**config.mk**
```make
export PLATFORM = sky130hd
export DESIGN_NAME = operand_address_modes
export DESIGN_NICKNAME = d
export VERILOG_FILES = /design/src/operand_addr_pkg.sv /design/src/operand_regfile.sv /design/src/operand_step_calc.sv /design/src/operand_address_modes.sv
export SDC_FILE = /design/constraint.sdc
export NUM_CORES = 1
export LEC_CHECK = 0
export ABC_AREA = 1
export BUFFER_PORTS_ARGS = -buffer_cell sky130_fd_sc_hd__buf_2
export CAP_MARGIN = 10
export CORE_MARGIN = 2
export CORE_UTILIZATION = 45
export DETAILED_ROUTE_END_ITERATION = 16
export PLACE_DENSITY_LB_ADDON = 0.15
export SETUP_SLACK_MARGIN = 0.2
export SYNTH_ARGS = -nofsm -noshare
export SYNTH_HDL_FRONTEND = slang
export SYNTH_SLANG_ARGS = --single-unit
```
**constraint.sdc**
```tcl
create_clock -name clk -period 3.66 [get_ports clk]
set_input_delay 0.183 -clock clk [delete_from_list [all_inputs] [get_ports clk]]
set_output_delay 0.183 -clock clk [all_outputs]
set_load 0.05 [all_outputs]
```
**src/operand_addr_pkg.sv**
```systemverilog
// Purpose: Shared constants and types for the operand address unit.
// Assumes: 16-bit words, eight general registers, byte-addressed memory.
// Notes:   Field positions follow the six-bit mode/register operand field.
package operand_addr_pkg;

    // ****************************************************************
    // Word and field layout
    // ****************************************************************
    localparam int WORD_W   = 16;
    localparam int REG_W    = 3;
    localparam int NUM_REGS = 8;
    localparam int REG_LSB  = 0;
    localparam int DEF_BIT  = 3;
    localparam int MODE_LSB = 4;
    localparam int DST_LSB  = 0;
    localparam int SRC_LSB  = 6;
    localparam int BYTE_BIT = 15;

    // ****************************************************************
    // Special registers, steps and reset values
    // ****************************************************************
    localparam logic [2:0]  STACK_IDX  = 3'h6;
    localparam logic [2:0]  IP_IDX     = 3'h7;
    localparam logic [15:0] WORD_STEP  = 16'h0002;
    localparam logic [15:0] BYTE_STEP  = 16'h0001;
    localparam logic [15:0] WORD_RST   = 16'h0000;
    localparam logic [1:0]  BE_LOW     = 2'h1;
    localparam logic [1:0]  BE_BOTH    = 2'h3;

    // ****************************************************************
    // Addressing modes, three-bit form of the field's mode bits
    // ****************************************************************
    localparam logic [2:0] MODE_REG      = 3'h0;
    localparam logic [2:0] MODE_REG_DEF  = 3'h1;
    localparam logic [2:0] MODE_AINC     = 3'h2;
    localparam logic [2:0] MODE_AINC_DEF = 3'h3;
    localparam logic [2:0] MODE_ADEC     = 3'h4;
    localparam logic [2:0] MODE_ADEC_DEF = 3'h5;
    localparam logic [2:0] MODE_IDX      = 3'h6;
    localparam logic [2:0] MODE_IDX_DEF  = 3'h7;

    // ****************************************************************
    // Sequencer states
    // ****************************************************************
    typedef enum logic [3:0] {
        ST_IDLE    = 4'h0,
        ST_RD      = 4'h1,
        ST_EVAL    = 4'h2,
        ST_RDPC    = 4'h3,
        ST_PCV     = 4'h4,
        ST_XFETCH  = 4'h5,
        ST_INDIR   = 4'h6,
        ST_OPDONE  = 4'h7,
        ST_WAITRES = 4'h8,
        ST_WRRES   = 4'h9,
        ST_FINISH  = 4'ha
    } state_t;

endpackage

```
**src/operand_regfile.sv**
```systemverilog
// Purpose: Eight-word general register store with a registered read port.
// Assumes: One read and one write per cycle; byte enables on the write.
// Notes:   A write and a read of the same word in one cycle return old data.
module operand_regfile #(
    parameter int W = 16,
    parameter int N = 8
) (
    // Clock and reset
    input  wire logic                 clk,
    input  wire logic                 rstn,
    // Read port
    input  wire logic [$clog2(N)-1:0] raddr,
    output logic      [W-1:0]         rdata,
    // Write port
    input  wire logic                 we,
    input  wire logic [$clog2(N)-1:0] waddr,
    input  wire logic [W-1:0]         wdata,
    input  wire logic [W/8-1:0]       wbe
);

    typedef struct packed {
        logic [N-1:0][W-1:0] mem;
        logic [W-1:0]        rd;
    } rf_state_t;

    rf_state_t s_ff;
    rf_state_t nxt_s;

    always_comb begin
        nxt_s    = s_ff;
        nxt_s.rd = s_ff.mem[raddr];
        for (int b = 0; b < W / 8; b++) begin
            if (we && wbe[b]) begin
                nxt_s.mem[waddr][b*8 +: 8] = wdata[b*8 +: 8];
            end
        end
    end

    always_ff @(posedge clk or negedge rstn) begin
        if (!rstn) begin
            s_ff <= '0;
        end else begin
            s_ff <= nxt_s;
        end
    end

    assign rdata = s_ff.rd;

endmodule

```
**src/operand_step_calc.sv**
```systemverilog
// Purpose: Pointer step amount for autoincrement and autodecrement.
// Assumes: Mode is the three mode bits of the operand field.
// Notes:   Purely combinational.
module operand_step_calc (
    // Operand description
    input  wire logic [2:0]  mode,
    input  wire logic [2:0]  reg_idx,
    input  wire logic        byte_op,
    // Step amount
    output logic      [15:0] step
);

    always_comb begin
        step = operand_addr_pkg::WORD_STEP;
        // Deferred forms always walk a table of word addresses.
        if (byte_op && (mode == operand_addr_pkg::MODE_AINC ||
                        mode == operand_addr_pkg::MODE_ADEC) &&
            reg_idx != operand_addr_pkg::STACK_IDX &&
            reg_idx != operand_addr_pkg::IP_IDX) begin
            step = operand_addr_pkg::BYTE_STEP;
        end
    end

endmodule

```
**src/operand_address_modes.sv**
```systemverilog
// Purpose: Resolves source and destination operand locations of one instruction.
// Assumes: Instruction word already fetched; instruction pointer is register 7.
// Notes:   Memory accesses are word reads plus one result write, held until ack.
//
// How it works
// - Autoincrement uses register, then steps one for bytes, two otherwise or for 6/7.
// - Autodecrement steps the register down first, then uses it as address.
// - Byte result into a register changes only its low eight bits.
// - Index mode adds the following word to the register, changing neither.
// - Register deferred uses register contents as address, register unchanged.
// - Autoincrement deferred reads address word, then adds two to register.
// - Autodecrement deferred subtracts two first, then reads the address word.
// - Index deferred reads the address word at register plus index.
// - Every word fetched through the instruction pointer advances it by two.
// - Immediate: operand is the word after the instruction, pointer advances past.
// - Absolute: following word is the address, pointer advances past it.
// - Relative: following word plus advanced pointer is the address.
// - Relative deferred: following word plus pointer locates the address word.
// - Source and destination resolve separately; result goes to destination only.
// - Low three bits pick register, bits 5:4 mode, bit 3 deferral.
// - Instruction bit 15 set means a byte operation.
module operand_address_modes (
    // Clock and reset
    input  wire logic        clk,
    input  wire logic        rstn,
    // Instruction request
    input  wire logic        start,
    input  wire logic [15:0] instr,
    input  wire logic        two_op,
    output logic             busy,
    // Resolved operand locations
    output logic             resolved,
    output logic [15:0]      src_loc,
    output logic             src_in_reg,
    output logic [15:0]      dst_loc,
    output logic             dst_in_reg,
    output logic             byte_op,
    // Result from execution
    input  wire logic        result_valid,
    input  wire logic [15:0] result_data,
    output logic             done,
    // Register loading while idle
    input  wire logic        load_en,
    input  wire logic [2:0]  load_idx,
    input  wire logic [15:0] load_data,
    // Memory interface
    output logic             mem_req,
    output logic             mem_we,
    output logic             mem_byte,
    output logic [15:0]      mem_addr,
    output logic [15:0]      mem_wdata,
    input  wire logic        mem_ack,
    input  wire logic [15:0] mem_rdata
);

    // ****************************************************************
    // State record
    // ****************************************************************
    typedef struct packed {
        operand_addr_pkg::state_t state;
        logic                     is_src;
        logic                     byte_op;
        logic                     two_op;
        logic [5:0]               src_fld;
        logic [5:0]               dst_fld;
        logic [15:0]              ptr;
        logic [15:0]              ip_word;
        logic [15:0]              loc;
        logic                     in_reg;
        logic                     wr_en;
        logic [2:0]               wr_idx;
        logic [15:0]              wr_data;
        logic [1:0]               wr_be;
        logic                     mem_req;
        logic                     mem_we;
        logic                     mem_byte;
        logic [15:0]              mem_addr;
        logic [15:0]              mem_wdata;
        logic [15:0]              src_loc;
        logic                     src_in_reg;
        logic [15:0]              dst_loc;
        logic                     dst_in_reg;
        logic                     busy;
        logic                     resolved;
        logic                     done;
    } ctl_t;

    ctl_t s_ff;
    ctl_t nxt_s;

    logic [5:0]  cur_fld;
    logic [2:0]  cur_mode;
    logic [2:0]  cur_reg;
    logic [15:0] step;
    logic [2:0]  rf_raddr;
    logic [15:0] rf_rdata;
    logic        rf_we;
    logic [2:0]  rf_waddr;
    logic [15:0] rf_wdata;
    logic [1:0]  rf_wbe;
    logic        idle;

    // ****************************************************************
    // Field decode
    // ****************************************************************
    assign cur_fld  = s_ff.is_src ? s_ff.src_fld : s_ff.dst_fld;
    assign cur_reg  = cur_fld[operand_addr_pkg::REG_LSB +: 3];
    assign cur_mode = {cur_fld[operand_addr_pkg::MODE_LSB +: 2],
                       cur_fld[operand_addr_pkg::DEF_BIT]};
    assign idle     = (s_ff.state == operand_addr_pkg::ST_IDLE);

    operand_step_calc u_step (
        .mode    (cur_mode),
        .reg_idx (cur_reg),
        .byte_op (s_ff.byte_op),
        .step    (step)
    );

    // ****************************************************************
    // Register store
    // ****************************************************************
    // Loading shares the write port and is taken only while idle, so it can
    // never race a pointer update of a running instruction.
    assign rf_we    = s_ff.wr_en | (idle & load_en);
    assign rf_waddr = s_ff.wr_en ? s_ff.wr_idx  : load_idx;
    assign rf_wdata = s_ff.wr_en ? s_ff.wr_data : load_data;
    assign rf_wbe   = s_ff.wr_en ? s_ff.wr_be   : operand_addr_pkg::BE_BOTH;
    assign rf_raddr = (s_ff.state == operand_addr_pkg::ST_RDPC) ?
                      operand_addr_pkg::IP_IDX : cur_reg;

    operand_regfile #(
        .W (operand_addr_pkg::WORD_W),
        .N (operand_addr_pkg::NUM_REGS)
    ) u_regs (
        .clk   (clk),
        .rstn  (rstn),
        .raddr (rf_raddr),
        .rdata (rf_rdata),
        .we    (rf_we),
        .waddr (rf_waddr),
        .wdata (rf_wdata),
        .wbe   (rf_wbe)
    );

    // ****************************************************************
    // Sequencer
    // ****************************************************************
    function automatic ctl_t issue_read(input ctl_t c, input logic [15:0] addr);
        issue_read          = c;
        issue_read.mem_req  = 1'b1;
        issue_read.mem_we   = 1'b0;
        issue_read.mem_byte = 1'b0;
        issue_read.mem_addr = addr;
    endfunction

    always_comb begin
        logic [15:0] base;
        base            = '0;
        nxt_s           = s_ff;
        nxt_s.wr_en     = 1'b0;
        nxt_s.resolved  = 1'b0;
        nxt_s.done      = 1'b0;
        nxt_s.wr_be     = operand_addr_pkg::BE_BOTH;
        case (s_ff.state)
            operand_addr_pkg::ST_IDLE: begin
                if (start) begin
                    nxt_s.byte_op = instr[operand_addr_pkg::BYTE_BIT];
                    nxt_s.two_op  = two_op;
                    nxt_s.is_src  = two_op;
                    nxt_s.src_fld = instr[operand_addr_pkg::SRC_LSB +: 6];
                    nxt_s.dst_fld = instr[operand_addr_pkg::DST_LSB +: 6];
                    nxt_s.busy    = 1'b1;
                    nxt_s.state   = operand_addr_pkg::ST_RD;
                end
            end
            operand_addr_pkg::ST_RD: begin
                nxt_s.in_reg = 1'b0;
                nxt_s.state  = operand_addr_pkg::ST_EVAL;
            end
            operand_addr_pkg::ST_EVAL: begin
                nxt_s.ptr    = rf_rdata;
                nxt_s.wr_idx = cur_reg;
                nxt_s.state  = operand_addr_pkg::ST_OPDONE;
                case (cur_mode)
                    operand_addr_pkg::MODE_REG: begin
                        nxt_s.loc    = {13'h0000, cur_reg};
                        nxt_s.in_reg = 1'b1;
                    end
                    operand_addr_pkg::MODE_REG_DEF: begin
                        nxt_s.loc = rf_rdata;
                    end
                    operand_addr_pkg::MODE_AINC: begin
                        // Nothing is read here, so the step lands at once.
                        nxt_s.loc     = rf_rdata;
                        nxt_s.wr_en   = 1'b1;
                        nxt_s.wr_data = rf_rdata + step;
                    end
                    operand_addr_pkg::MODE_AINC_DEF: begin
                        nxt_s       = issue_read(nxt_s, rf_rdata);
                        nxt_s.state = operand_addr_pkg::ST_INDIR;
                    end
                    operand_addr_pkg::MODE_ADEC: begin
                        nxt_s.loc     = rf_rdata - step;
                        nxt_s.wr_en   = 1'b1;
                        nxt_s.wr_data = rf_rdata - step;
                    end
                    operand_addr_pkg::MODE_ADEC_DEF: begin
                        nxt_s.wr_en   = 1'b1;
                        nxt_s.wr_data = rf_rdata - operand_addr_pkg::WORD_STEP;
                        nxt_s         = issue_read(nxt_s, nxt_s.wr_data);
                        nxt_s.state   = operand_addr_pkg::ST_INDIR;
                    end
                    default: begin
                        // Index forms: the instruction pointer value is the fetch address, read here only for register 7.
                        if (cur_reg == operand_addr_pkg::IP_IDX) begin
                            nxt_s.ip_word = rf_rdata;
                            nxt_s         = issue_read(nxt_s, rf_rdata);
                            nxt_s.state   = operand_addr_pkg::ST_XFETCH;
                        end else begin
                            nxt_s.state = operand_addr_pkg::ST_RDPC;
                        end
                    end
                endcase
            end
            operand_addr_pkg::ST_RDPC: begin
                nxt_s.state = operand_addr_pkg::ST_PCV;
            end
            operand_addr_pkg::ST_PCV: begin
                nxt_s.ip_word = rf_rdata;
                nxt_s         = issue_read(nxt_s, rf_rdata);
                nxt_s.state   = operand_addr_pkg::ST_XFETCH;
            end
            operand_addr_pkg::ST_XFETCH: begin
                if (mem_ack) begin
                    nxt_s.mem_req = 1'b0;
                    nxt_s.wr_en   = 1'b1;
                    nxt_s.wr_idx  = operand_addr_pkg::IP_IDX;
                    nxt_s.wr_data = s_ff.ip_word + operand_addr_pkg::WORD_STEP;
                    // The base register is not written back unless it is register 7, which takes the advance.
                    base = (cur_reg == operand_addr_pkg::IP_IDX) ?
                           s_ff.ip_word + operand_addr_pkg::WORD_STEP : s_ff.ptr;
                    if (cur_mode == operand_addr_pkg::MODE_IDX) begin
                        nxt_s.loc   = base + mem_rdata;
                        nxt_s.state = operand_addr_pkg::ST_OPDONE;
                    end else begin
                        nxt_s = issue_read(nxt_s, base + mem_rdata);
                        nxt_s.state = operand_addr_pkg::ST_INDIR;
                    end
                end
            end
            operand_addr_pkg::ST_INDIR: begin
                if (mem_ack) begin
                    nxt_s.mem_req = 1'b0;
                    nxt_s.loc     = mem_rdata;
                    nxt_s.state   = operand_addr_pkg::ST_OPDONE;
                    if (cur_mode == operand_addr_pkg::MODE_AINC_DEF) begin
                        // Step only after the address word has been read.
                        nxt_s.wr_en   = 1'b1;
                        nxt_s.wr_data = s_ff.ptr + operand_addr_pkg::WORD_STEP;
                    end
                end
            end
            operand_addr_pkg::ST_OPDONE: begin
                if (s_ff.is_src) begin
                    nxt_s.src_loc    = s_ff.loc;
                    nxt_s.src_in_reg = s_ff.in_reg;
                    nxt_s.is_src     = 1'b0;
                    nxt_s.state      = operand_addr_pkg::ST_RD;
                end else begin
                    nxt_s.dst_loc    = s_ff.loc;
                    nxt_s.dst_in_reg = s_ff.in_reg;
                    nxt_s.resolved   = 1'b1;
                    nxt_s.state      = operand_addr_pkg::ST_WAITRES;
                end
            end
            operand_addr_pkg::ST_WAITRES: begin
                if (result_valid) begin
                    if (s_ff.dst_in_reg) begin
                        nxt_s.wr_en   = 1'b1;
                        nxt_s.wr_idx  = s_ff.dst_loc[2:0];
                        nxt_s.wr_data = result_data;
                        nxt_s.wr_be   = s_ff.byte_op ? operand_addr_pkg::BE_LOW :
                                        operand_addr_pkg::BE_BOTH;
                        nxt_s.state   = operand_addr_pkg::ST_FINISH;
                    end else begin
                        nxt_s.mem_req   = 1'b1;
                        nxt_s.mem_we    = 1'b1;
                        nxt_s.mem_byte  = s_ff.byte_op;
                        nxt_s.mem_addr  = s_ff.dst_loc;
                        nxt_s.mem_wdata = result_data;
                        nxt_s.state     = operand_addr_pkg::ST_WRRES;
                    end
                end
            end
            operand_addr_pkg::ST_WRRES: begin
                if (mem_ack) begin
                    nxt_s.mem_req = 1'b0;
                    nxt_s.mem_we  = 1'b0;
                    nxt_s.state   = operand_addr_pkg::ST_FINISH;
                end
            end
            operand_addr_pkg::ST_FINISH: begin
                nxt_s.done  = 1'b1;
                nxt_s.busy  = 1'b0;
                nxt_s.state = operand_addr_pkg::ST_IDLE;
            end
            default: begin
                nxt_s = '0;
            end
        endcase
    end

    always_ff @(posedge clk or negedge rstn) begin
        if (!rstn) begin
            s_ff <= '0;
        end else begin
            s_ff <= nxt_s;
        end
    end

    // ****************************************************************
    // Outputs
    // ****************************************************************
    assign busy       = s_ff.busy;
    assign resolved   = s_ff.resolved;
    assign src_loc    = s_ff.src_loc;
    assign src_in_reg = s_ff.src_in_reg;
    assign dst_loc    = s_ff.dst_loc;
    assign dst_in_reg = s_ff.dst_in_reg;
    assign byte_op    = s_ff.byte_op;
    assign done       = s_ff.done;
    assign mem_req    = s_ff.mem_req;
    assign mem_we     = s_ff.mem_we;
    assign mem_byte   = s_ff.mem_byte;
    assign mem_addr   = s_ff.mem_addr;
    assign mem_wdata  = s_ff.mem_wdata;

endmodule

```
Word-level counts from Yosys, hierarchy flattened. Cells that the tools add are included.

Flip-flop bits (word level): 305. Output and inout port bits: 73. Logic and storage cells: 212.

Add/subtract/negate cells: 6. Order comparisons: 3. Equality and inequality tests: 40. Muxes and demuxes: 68. Bitwise gates (word level): 17. Reductions and logical operators: 44.

Operators by type and width (number): bitwise mux 128 bit (2); 2-to-1 mux 128 bit (2); one-hot mux 74 bit (3 select lines) (1); one-hot mux 16 bit (4 select lines) (3); one-hot mux 33 bit (5 select lines) (1); 2-to-1 mux 162 bit (1); one-hot mux 34 bit (4 select lines) (1); 2-to-1 mux 16 bit (8); one-hot mux 32 bit (4 select lines) (1); 2-to-1 mux 127 bit (1); one-hot mux 50 bit (2 select lines) (1); demux 16 bit (select 3 bit) (2); one-hot mux 16 bit (5 select lines) (1); 2-to-1 mux 72 bit (1); 2-to-1 mux 57 bit (1); one-hot mux 14 bit (4 select lines) (1); binary-select mux 16 bit (select 3 bit) (1); OR reduction 8 bit (6); one-hot mux 4 bit (10 select lines) (1); 2-to-1 mux 35 bit (1); 2-to-1 mux 17 bit (2); != test 2 bit, second input constant (17); adder 16 x 2 -> 16 bit, second input constant (2); AND reduction 4 bit (7); 51 further kinds (113).

Depth between registers and ports, before layout. Gate-level depths: netlist of the first run.

Depth in word-level cells: 10. Gate-level depth with buffers: 26. Depth with buffers taken out: 22.

Modules after synthesis. From an unflattened synthesis of the first run, not the netlist that was laid out.

Cells, all modules: 2923. Area total of the unflattened synthesis: 20260.7 um2.

Modules (own cells, without submodules): operand_address_modes (times used 1, cells an instance 1987, area an instance 13091.3 um2); operand_regfile (times used 1, cells an instance 905, area an instance 6999.2 um2); operand_step_calc (times used 1, cells an instance 31, area an instance 170.2 um2).

Least setup slack after synthesis of the first run. OpenSTA, ideal clock, no wires.

Path kind: reg-to-reg. From: reg s_ff[157] in the netlist's numbering. To: reg s_ff (netlist bit mem_addr[8]). Setup time: 0.120 ns. Data arrival time: 3.128 ns. Slack: 0.411 ns. Cell stages (with the launch flop): 26. Path buffers: 4. Period minus slack after synthesis: 3.249 ns. Cell sequence: dfrtp_1 -> buf_6 -> buf_6 -> nand2_1 -> o21ai_2 -> nand2_2 -> nor2_2 -> buf_2 -> buf_1 -> nand2_1 -> o21ai_0 -> ha_1 -> inv_1 -> fa_1 -> inv_1 -> nand3_1 -> nand2_1 -> nand2_1 -> nand2_1 -> nand2_1 -> nand3_1 -> nand2_1 -> nand2_1 -> nor2_1 -> o21ai_0 -> nand2_1.

Word-level cells in the longest chain between the ends: 7. Elaborated cells between the ends (all ways): 20. Classes of those cells: add/sub (1); eq/ne (10); mux (6); reduce/logical (3).

Ends and longest elaborated chain: start, declared (RTL line operand_address_modes.sv:88) `ctl_t s_ff;`; start signal, assigned (RTL line operand_address_modes.sv:317) `s_ff <= nxt_s;`; 2-to-1 mux 6 bit * (RTL line operand_address_modes.sv:106) `assign cur_fld = s_ff.is_src ? s_ff.src_fld : s_ff.dst_fld;`; == test 3 bit (RTL line operand_address_modes.sv:215, operand_address_modes.sv:240); 2-to-1 mux 16 bit (RTL line operand_address_modes.sv:240) `base = (cur_reg == operand_addr_pkg::IP_IDX) ?`; adder 16 bit (RTL line operand_address_modes.sv:246) `nxt_s = issue_read(nxt_s, base + mem_rdata);`; 2-to-1 mux 72 bit (RTL line operand_address_modes.sv:242) `if (cur_mode == operand_addr_pkg::MODE_IDX) begin`; 2-to-1 mux 162 bit (RTL line operand_address_modes.sv:234) `if (mem_ack) begin`; one-hot mux 33 bit (5 select lines) (RTL line operand_address_modes.sv:164) `case (s_ff.state)`.

Mark *: on every way between the ends. The rest lies on a longest branch, timed or not. The select of a mux whose other input is x is not followed. A chain may end at the register's enable or synchronous reset.

Final worst setup path of the first run.
From: reg s_ff[157] in the netlist's numbering. To: reg s_ff[108] in the netlist's numbering.

Word-level cells in the longest chain between the ends: 10. Elaborated cells between the ends (all ways): 29. Classes of those cells: add/sub (2); eq/ne (12); mux (7); reduce/logical (8).

Ends and longest elaborated chain: 2-to-1 mux 6 bit * (RTL line operand_address_modes.sv:106); == test 3 x 2 -> 1 bit or == test 3 bit (tied branches) (RTL line operand_step_calc.sv:16, operand_address_modes.sv:184, operand_step_calc.sv:17); logical OR 1 bit (RTL line operand_step_calc.sv:16) `if (byte_op && (mode == operand_addr_pkg::MODE_AINC ||`; logical AND 1 bit (RTL line operand_step_calc.sv:16); logical AND 1 bit (RTL line operand_step_calc.sv:17) `mode == operand_addr_pkg::MODE_ADEC) &&`; logical AND 1 bit (RTL line operand_step_calc.sv:18) `reg_idx != operand_addr_pkg::STACK_IDX &&`; 2-to-1 mux 2 bit (RTL line operand_step_calc.sv:16); subtractor 16 x 2 -> 16 bit (RTL line operand_address_modes.sv:203) `nxt_s.loc = rf_rdata - step;`; one-hot mux 16 bit (4 select lines) (RTL line operand_address_modes.sv:184) `case (cur_mode)`; one-hot mux 16 bit (4 select lines) (RTL line operand_address_modes.sv:164).

Marked as above.

==> results.yml, run 1 <==
timing:
  slew_headroom_pct: 33.8
  hold_viol: 0
  setup_ws_ns: 0.332
  rsz0062_at_grt: "yes"
  drv_slew: 0
  skew_ns: 0.0180
  finalCriticalPeriod_ns: 3.33
  fin_setup_tns_ns: 0
  setup_violations: 0
  max_clock_freq_ghz: 0.300
  worst_pin_slew_ns: 0.989
  fin_crit_sh_pct: 90.9
pwr:
  p_int_mw: 9.47
  clkPwrFrac_pct: 19.5
  combPwrFrac_pct: 50.2
  powerDensity_nw_per_um2: 903
  switchingPower_mw: 8.90
  p_leak_nw: 9.75
  vdd_drop_max_uv: 544
  pwr-share-seq_pct: 30.3
  swShare_pct: 48.5
die:
  die_w_um: 203
  num_rows: 72
  start_util_pct: 45.7
  die_y_um: 203
  core_area_um2: 38800
  pin_count: 147
  die-area_um2: 41100
placement:
  dpl_cell_area_um2: 18700
  dp_slack_ns: 0.110
  gp_congestion: 0.978
  io_buffers: 143
  place.detailed.hpwl_mm: 46.2
synth:
  synth_cell_types: 53
  synth_seq_cells: 305
  avgSynthCellArea_um2: 7.44
  synthesis.nets: 2486
  synth_area_um2: 17800
  synth-edff-count: 0
  synth-warning-count: 0
  yosys_most_used_dff: "dfrtp_1"
  yosys.area.top_type_share_pct: 43.0
  yosysSeqAreaShare_pct: 43.0
  postSynthCellCount: 2386
  yosys.area.top_type: "dfrtp_1"
  synthTopCellsByArea: "dfrtp_1 (43%), nand2_1 (13%), o21ai_0 (10%)"
  async_flop_share_pct: 100
global_route:
  grt-ovfl-total: 0
  grt_max_degree: 106
  grt_pass1_wl_mm: 96.8
  track_usage_pct: 30.8
  antenna_found_initial: 1
  first_global_vias: 16300
finish:
  fin_area_um2: 20300
  reg_top3: "u_regs.s_ff x128, s_ff x88"
  num-nets-final: 2591
  largest_register_ff_count: 128
  finish.utilization_pct: 52.4
  synthToLayoutAreaGrowth_pct: 14.6
  fill_cells: 3826
  drive_above_1_share_pct: 14.3
  regMostFlops: "u_regs.s_ff"
routing:
  wl_met3_mm: 4.51
  top_layer: "met5"
  vias_per_cell: 5.62
  via_count: 17000
  wl_met1_mm: 27.1
  post_drt_wl_per_cell_um: 20.8
  ant_nets: 0
  drc: 0
  dr.pass1.iters: 6
  drt_wl_total_mm: 63.1
  first_iter_violations: 1849
  wl_met2_mm: 29.2
worst_hold_path:
  hp-class: "in2reg"
worst_setup_path:
  crit_path_start_kind: "register"
  critical_path_class: "reg2reg"
  critical-path-top-cell-by-count: "nand3_1"
  cp_num_buf_inv: 3
  critPathTopFamily: "simple AND/OR/NAND/NOR gates"
  critPathSlowestCell: "dfrtp_2"
  endpoint_kind: "register"
  path_cells: "o21ai_2 -> nand2_2 -> nor2_4 -> buf_12 -> clkbuf_16 -> nand3_1 -> o21ai_0 -> ha_1 -> inv_1 -> o21bai_1 -> or2_2 -> nor2_1 -> nand3_1 -> nand3_1 -> nand2_1 -> nand2_1 -> o21ai_0"
  cp.arrival_ns: 3.75
  slowest_delay_ns: 0.49
  required_ns: 4.08
  crit_fanout: 13
run:
  cap_violations: 0
clock_tree:
  clock_path_buffers: 3
  cts_root_buf: "clkbuf_16"
  cts_sinks: 305
  htree_levels: 2
  cts_tree: "done"
  cts_buffers: 36
  clk_latency_ns: 0.56
  cts.clk_slew.worst_paths_ns: 0.06
status:
  status: "finished, final reports clean"
-- kinds of logic after synthesis --
kind of cell / synth area share [%]
xor gates and xnor gates: 1.33
buffers and inverters: 9.41
AOI/OAI and AO/OA: 16.8
adders and majority gates: 1.96
DFF: 43.0
and+or+nand+nor: 25.5
muxes: 2.07
-- synth_stat cells, types with 9 or more instances --
cell type / number
mux2i_1: 12
o21ai_0: 354
o21ai_1: 23
or2_2: 9
inv_2: 10
dfrtp_1: 305
mux2_2: 22
a21oi_1: 54
nand2_1: 606
buf_4: 68
inv_1: 179
nand3_1: 157
nor3_1: 28
o21bai_1: 19
xor2_1: 22
nor2_1: 240
clkbuf_1: 69
a31oi_1: 22
ha_1: 23
o22ai_1: 42
buf_2: 20
nand4_1: 21
-- per-stage QoR --
| stage | std cells | power, mW | hold slack [ns] |
|---|---|---|---|
| after global routing | 3031 | 19.6 | 0.0635 |
| final | 3032 | 18.4 | 0.0385 |
| after floorplan | 2386 | 11.6 | -0.113 |
| after detailed placement | 2935 | 14.5 | 0.313 |
| after CTS | 3024 | 18.1 | 0.0361 |
| after global placement | 2935 | 14.4 | 0.297 |
-- worst register-to-register path: cells and delay by family (launching register included) --
kind / cells / cell delay, ns
compound gates: 4 / 0.57
buf+inv: 3 / 0.41
flops: 1 / 0.49
fa+ha+maj: 1 / 0.34
simple gates: 9 / 1.38
-- what timing repair did --
item / CTS / global route
endpoints found under the setup margin: 4 / 38
setup buffers: 0 / 6
gates resized for setup: 3 / 39
cloned: 0 / 1
endpoints found under the hold margin: 130 / 0
pin swaps: 0 / 8
hold buffers: 29 / 0
-- cells in the final DEF, fill, tap and decap left out, drive strengths merged, types with 5 or more instances in the layout --
cell type    Yosys  routed
or2              9       9
mux2            22      22
nand3          158     158
xor2            22      22
buf             98     204
ha              23      23
nor2           250     250
dfrtp          305     305
nand3b           6       6
o211ai           6       6
clkinv           3       7
inv            190     192
clkbuf          69      53
o22ai           42      42
dlygate4sd3      0      29
a21oi           55      55
o21bai          19      19
o21ai          385     385
xnor2            5       5
mux2i           12      12
nor3            30      30
nand4           21      21
nand2          611     611
a31oi           22      22
-- worst paths after layout --
check / start / end / slack, ns / cells past startpoint
min: result_data[4] / mem_wdata[4] / 0.04 / 3
min in group asynchronous: rstn / mem_wdata[6] / 0.27 / 2
max: s_ff[157] / s_ff[108] / 0.33 / 17
min reg2reg: mem_addr[2] / mem_addr[2] / 0.46 / 2
max in group asynchronous: rstn / u_regs.s_ff[29] / 2.36 / 3
max reg2reg: s_ff[157] / s_ff[108] / 0.33 / 17
-- power groups by stage --
| stage | clock network (mW) | registers, mW | logic (mW) |
|---|---|---|---|
| 6_report | 3.59 | 5.57 | 9.21 |
| 5_1_grt | 3.79 | 5.69 | 10.2 |
| 4_1_cts | 3.65 | 5.52 | 8.96 |
| 3_5_place_dp | 0 | 5.57 | 8.89 |
| 3_3_place_gp | 0 | 5.54 | 8.82 |
| 2_1_floorplan | 0 | 5.14 | 6.44 |
-- per-layer routing --
metal / track usage (%) / up-vias
li1: - / 8061
met1: 42.2 / 8124
met2: 49.9 / 703
met3: 4.30 / 148
met4: 11.1 / 2
met5: 0 / -
-- area by class of cell --
cell class | count | area (um2) | area share (%)
well taps | 518 | 648 | 3.19
clock inverters | 8 | 101 | 0.498
diodes | 1 | 2.50 | 0.0123
flip-flops and latches | 305 | 7630 | 37.5
multi-input cells | 1721 | 8600 | 42.2
repair buffers | 234 | 1590 | 7.80
clock buffers | 52 | 1050 | 5.17
inverters | 193 | 727 | 3.57
Note: power is estimated with default switching activity, not from simulation.
==> run 2: changes to the inputs <==
--- a/config.mk
+++ b/config.mk
@@ -8,7 +8,7 @@
 export ABC_AREA = 1
 export BUFFER_PORTS_ARGS = -buffer_cell sky130_fd_sc_hd__buf_2
 export CAP_MARGIN = 10
-export CORE_MARGIN = 2
+export CORE_MARGIN = 3
 export CORE_UTILIZATION = 45
 export DETAILED_ROUTE_END_ITERATION = 16
 export PLACE_DENSITY_LB_ADDON = 0.15
==> run 2 against run 1 <==
Hold slack worse by 0.025 ns. Die area is 2.0% higher. Combinational power hardly changed. Register-to-register slack worse by 0.04 ns. Power is 0.24% lower. Critical path type unchanged. Critical endpoint is now mem_addr[5]. Largest cell class unchanged. Highest routed layer is now met4.
==> results.yml, run 2 (synthesized netlist as in run 1, its figures left out) <==
finish:
  diodes: 0
  drive_above_1_share_pct: 14.4
  final_common_cell: "nand2_1"
  regMostFlops: "u_regs.s_ff"
  reg_top3: "u_regs.s_ff x128, s_ff x88"
  largest_register_ff_count: 128
  synthToLayoutAreaGrowth_pct: 14.7
  finish.utilization_pct: 52.5
  num-nets-final: 2594
  fin_area_um2: 20400
  layout_common_cells: "nand2_1 (601), o21ai_0 (344), dfrtp_1 (304)"
clock_tree:
  htree_levels: 2
  cts_tree: "done"
  clock_path_buffers: 3
  cts_buffers: 36
  cts_sinks: 305
  cts.clk_slew.worst_paths_ns: 0.06
  cts_root_buf: "clkbuf_16"
  clk_latency_ns: 0.55
worst_setup_path:
  cp.arrival_ns: 3.80
  slowest_delay_ns: 0.45
  r2r_slack_ns: 0.29
  critPathSlowestCell: "dfrtp_2"
  endpoint_kind: "register"
  crit_path_start_kind: "register"
  critical_path_class: "reg2reg"
  crit_fanout: 13
  critical-path-top-cell-by-count: "nand2_1"
  required_ns: 4.09
  path_cells: "buf_2 -> o21ai_4 -> nand2_2 -> nor2_4 -> buf_12 -> buf_12 -> clkbuf_16 -> nand2_1 -> o21ai_0 -> ha_1 -> nand2_1 -> nand2_1 -> nand3_1 -> nand3_1 -> o21ai_0 -> o21ai_0 -> nand2_1 -> nand2_1"
timing:
  fin_setup_tns_ns: 0
  worst_pin_slew_ns: 0.801
  rsz0062_at_grt: "no"
  max_clock_freq_ghz: 0.297
  setup_violations: 0
  fin_crit_sh_pct: 92.1
  drv_slew: 0
  whs_ns: 0.0130
  setup_ws_ns: 0.289
  finalCriticalPeriod_ns: 3.37
  skew_ns: 0.0155
  hold_viol: 0
  slew_headroom_pct: 46.4
placement:
  dp_slack_ns: 0.0958
  dpl_cell_area_um2: 18700
  io_buffers: 143
  gp_congestion: 1.00
  place.detailed.hpwl_mm: 47.0
run:
  cap_violations: 0
die:
  die-area_um2: 41900
  core_area_um2: 38800
  num_rows: 72
  die_y_um: 205
  die_w_um: 205
  start_util_pct: 45.7
  pin_count: 147
routing:
  first_iter_violations: 1572
  dr.pass1.iters: 6
  drt_wl_total_mm: 64.4
  post_drt_wl_per_cell_um: 21.2
  via_count: 17000
  drc: 0
  ant_nets: 0
  vias_per_cell: 5.61
global_route:
  grt-ovfl-total: 0
  grt_pass1_wl_mm: 98.1
  grt_max_degree: 100
  antenna_found_initial: 0
  track_usage_pct: 30.5
  first_global_vias: 16400
worst_hold_path:
  hp-class: "in2reg"
status:
  status: "finished, final reports clean"
pwr:
  p_leak_nw: 9.75
  powerDensity_nw_per_um2: 900
  vdd_drop_max_uv: 592
## run 2: changes by cell type in the layout (fill, tap and decap cells not counted), moves of 3 or more
cell,delta
clkbuf_8,-3
nor2_1,+3
clkinv_2,+3
nor2_2,-4
## run 2: worst paths after layout
kind	cells past startpoint	from	end
worst max-delay path	18	s_ff[157]	mem_addr[5]
worst min-delay path	3	result_data[11]	mem_wdata[11]
worst max register to register	18	s_ff[157]	mem_addr[5]
worst min register to register	2	mem_addr[12]	mem_addr[12]
max in group asynchronous	3	rstn	u_regs.s_ff[45]
min in group asynchronous	2	rstn	mem_wdata[4]
## run 2: report_power, final
| group | internal (mW) | switching (mW) | leakage [nW] |
|---|---|---|---|
| sequential | 4.53 | 1.05 | 4.02 |
| clock | 2.07 | 1.46 | 0.555 |
| combinational | 2.78 | 6.43 | 5.18 |
| total | 9.39 | 8.94 | 9.75 |
## run 2: final cells by class
type,instances,area [um2]
Fill cell,3866,18500
Multi-Input combinational cell,1721,8600
Sequential cell,305,7630
Timing Repair Buffer,237,1620
Clock buffer,49,1010
Inverter,193,727
Tap cell,518,648
Clock inverter,12,123
## run 2: per-stage QoR
stage	cells	power, mW
after floorplan	2386	11.6
after global placement	2936	14.4
after detailed placement	2936	14.5
after CTS	3025	18.1
final	3035	18.3
after global routing	3035	19.6
## run 2: metal layers
| layer | global-route usage [%] | share of wire (%) | up-vias |
|---|---|---|---|
| met5 | 0 | 0 | - |
| met4 | 11.3 | 4.0 | 0 |
| met3 | 5.01 | 7.3 | 139 |
| met2 | 48.6 | 45 | 668 |
| met1 | 42.0 | 43 | 8175 |
| li1 | - | - | 8054 |
## run 2: worst max-delay path, delay by kind of cell, from the launching register on
| family | cells | cell delay, ns |
|---|---|---|
| AND/OR/NAND/NOR | 9 | 0.90 |
| adder cells (fa/ha/maj) | 1 | 0.38 |
| AO/OA/AOI/OAI | 4 | 0.92 |
| buffers and inverters | 4 | 0.60 |
| flip-flops | 1 | 0.45 |
## run 2: repair_timing
item | 4_1_cts | 5_1_grt
endpoints found under the hold margin | 258 | 0
hold buffers | 28 | 0
gates cloned | 0 | 2
setup buffers | 0 | 8
pin swaps | 0 | 11
gates resized for setup | 4 | 40
setup endpoints to repair | 7 | 39
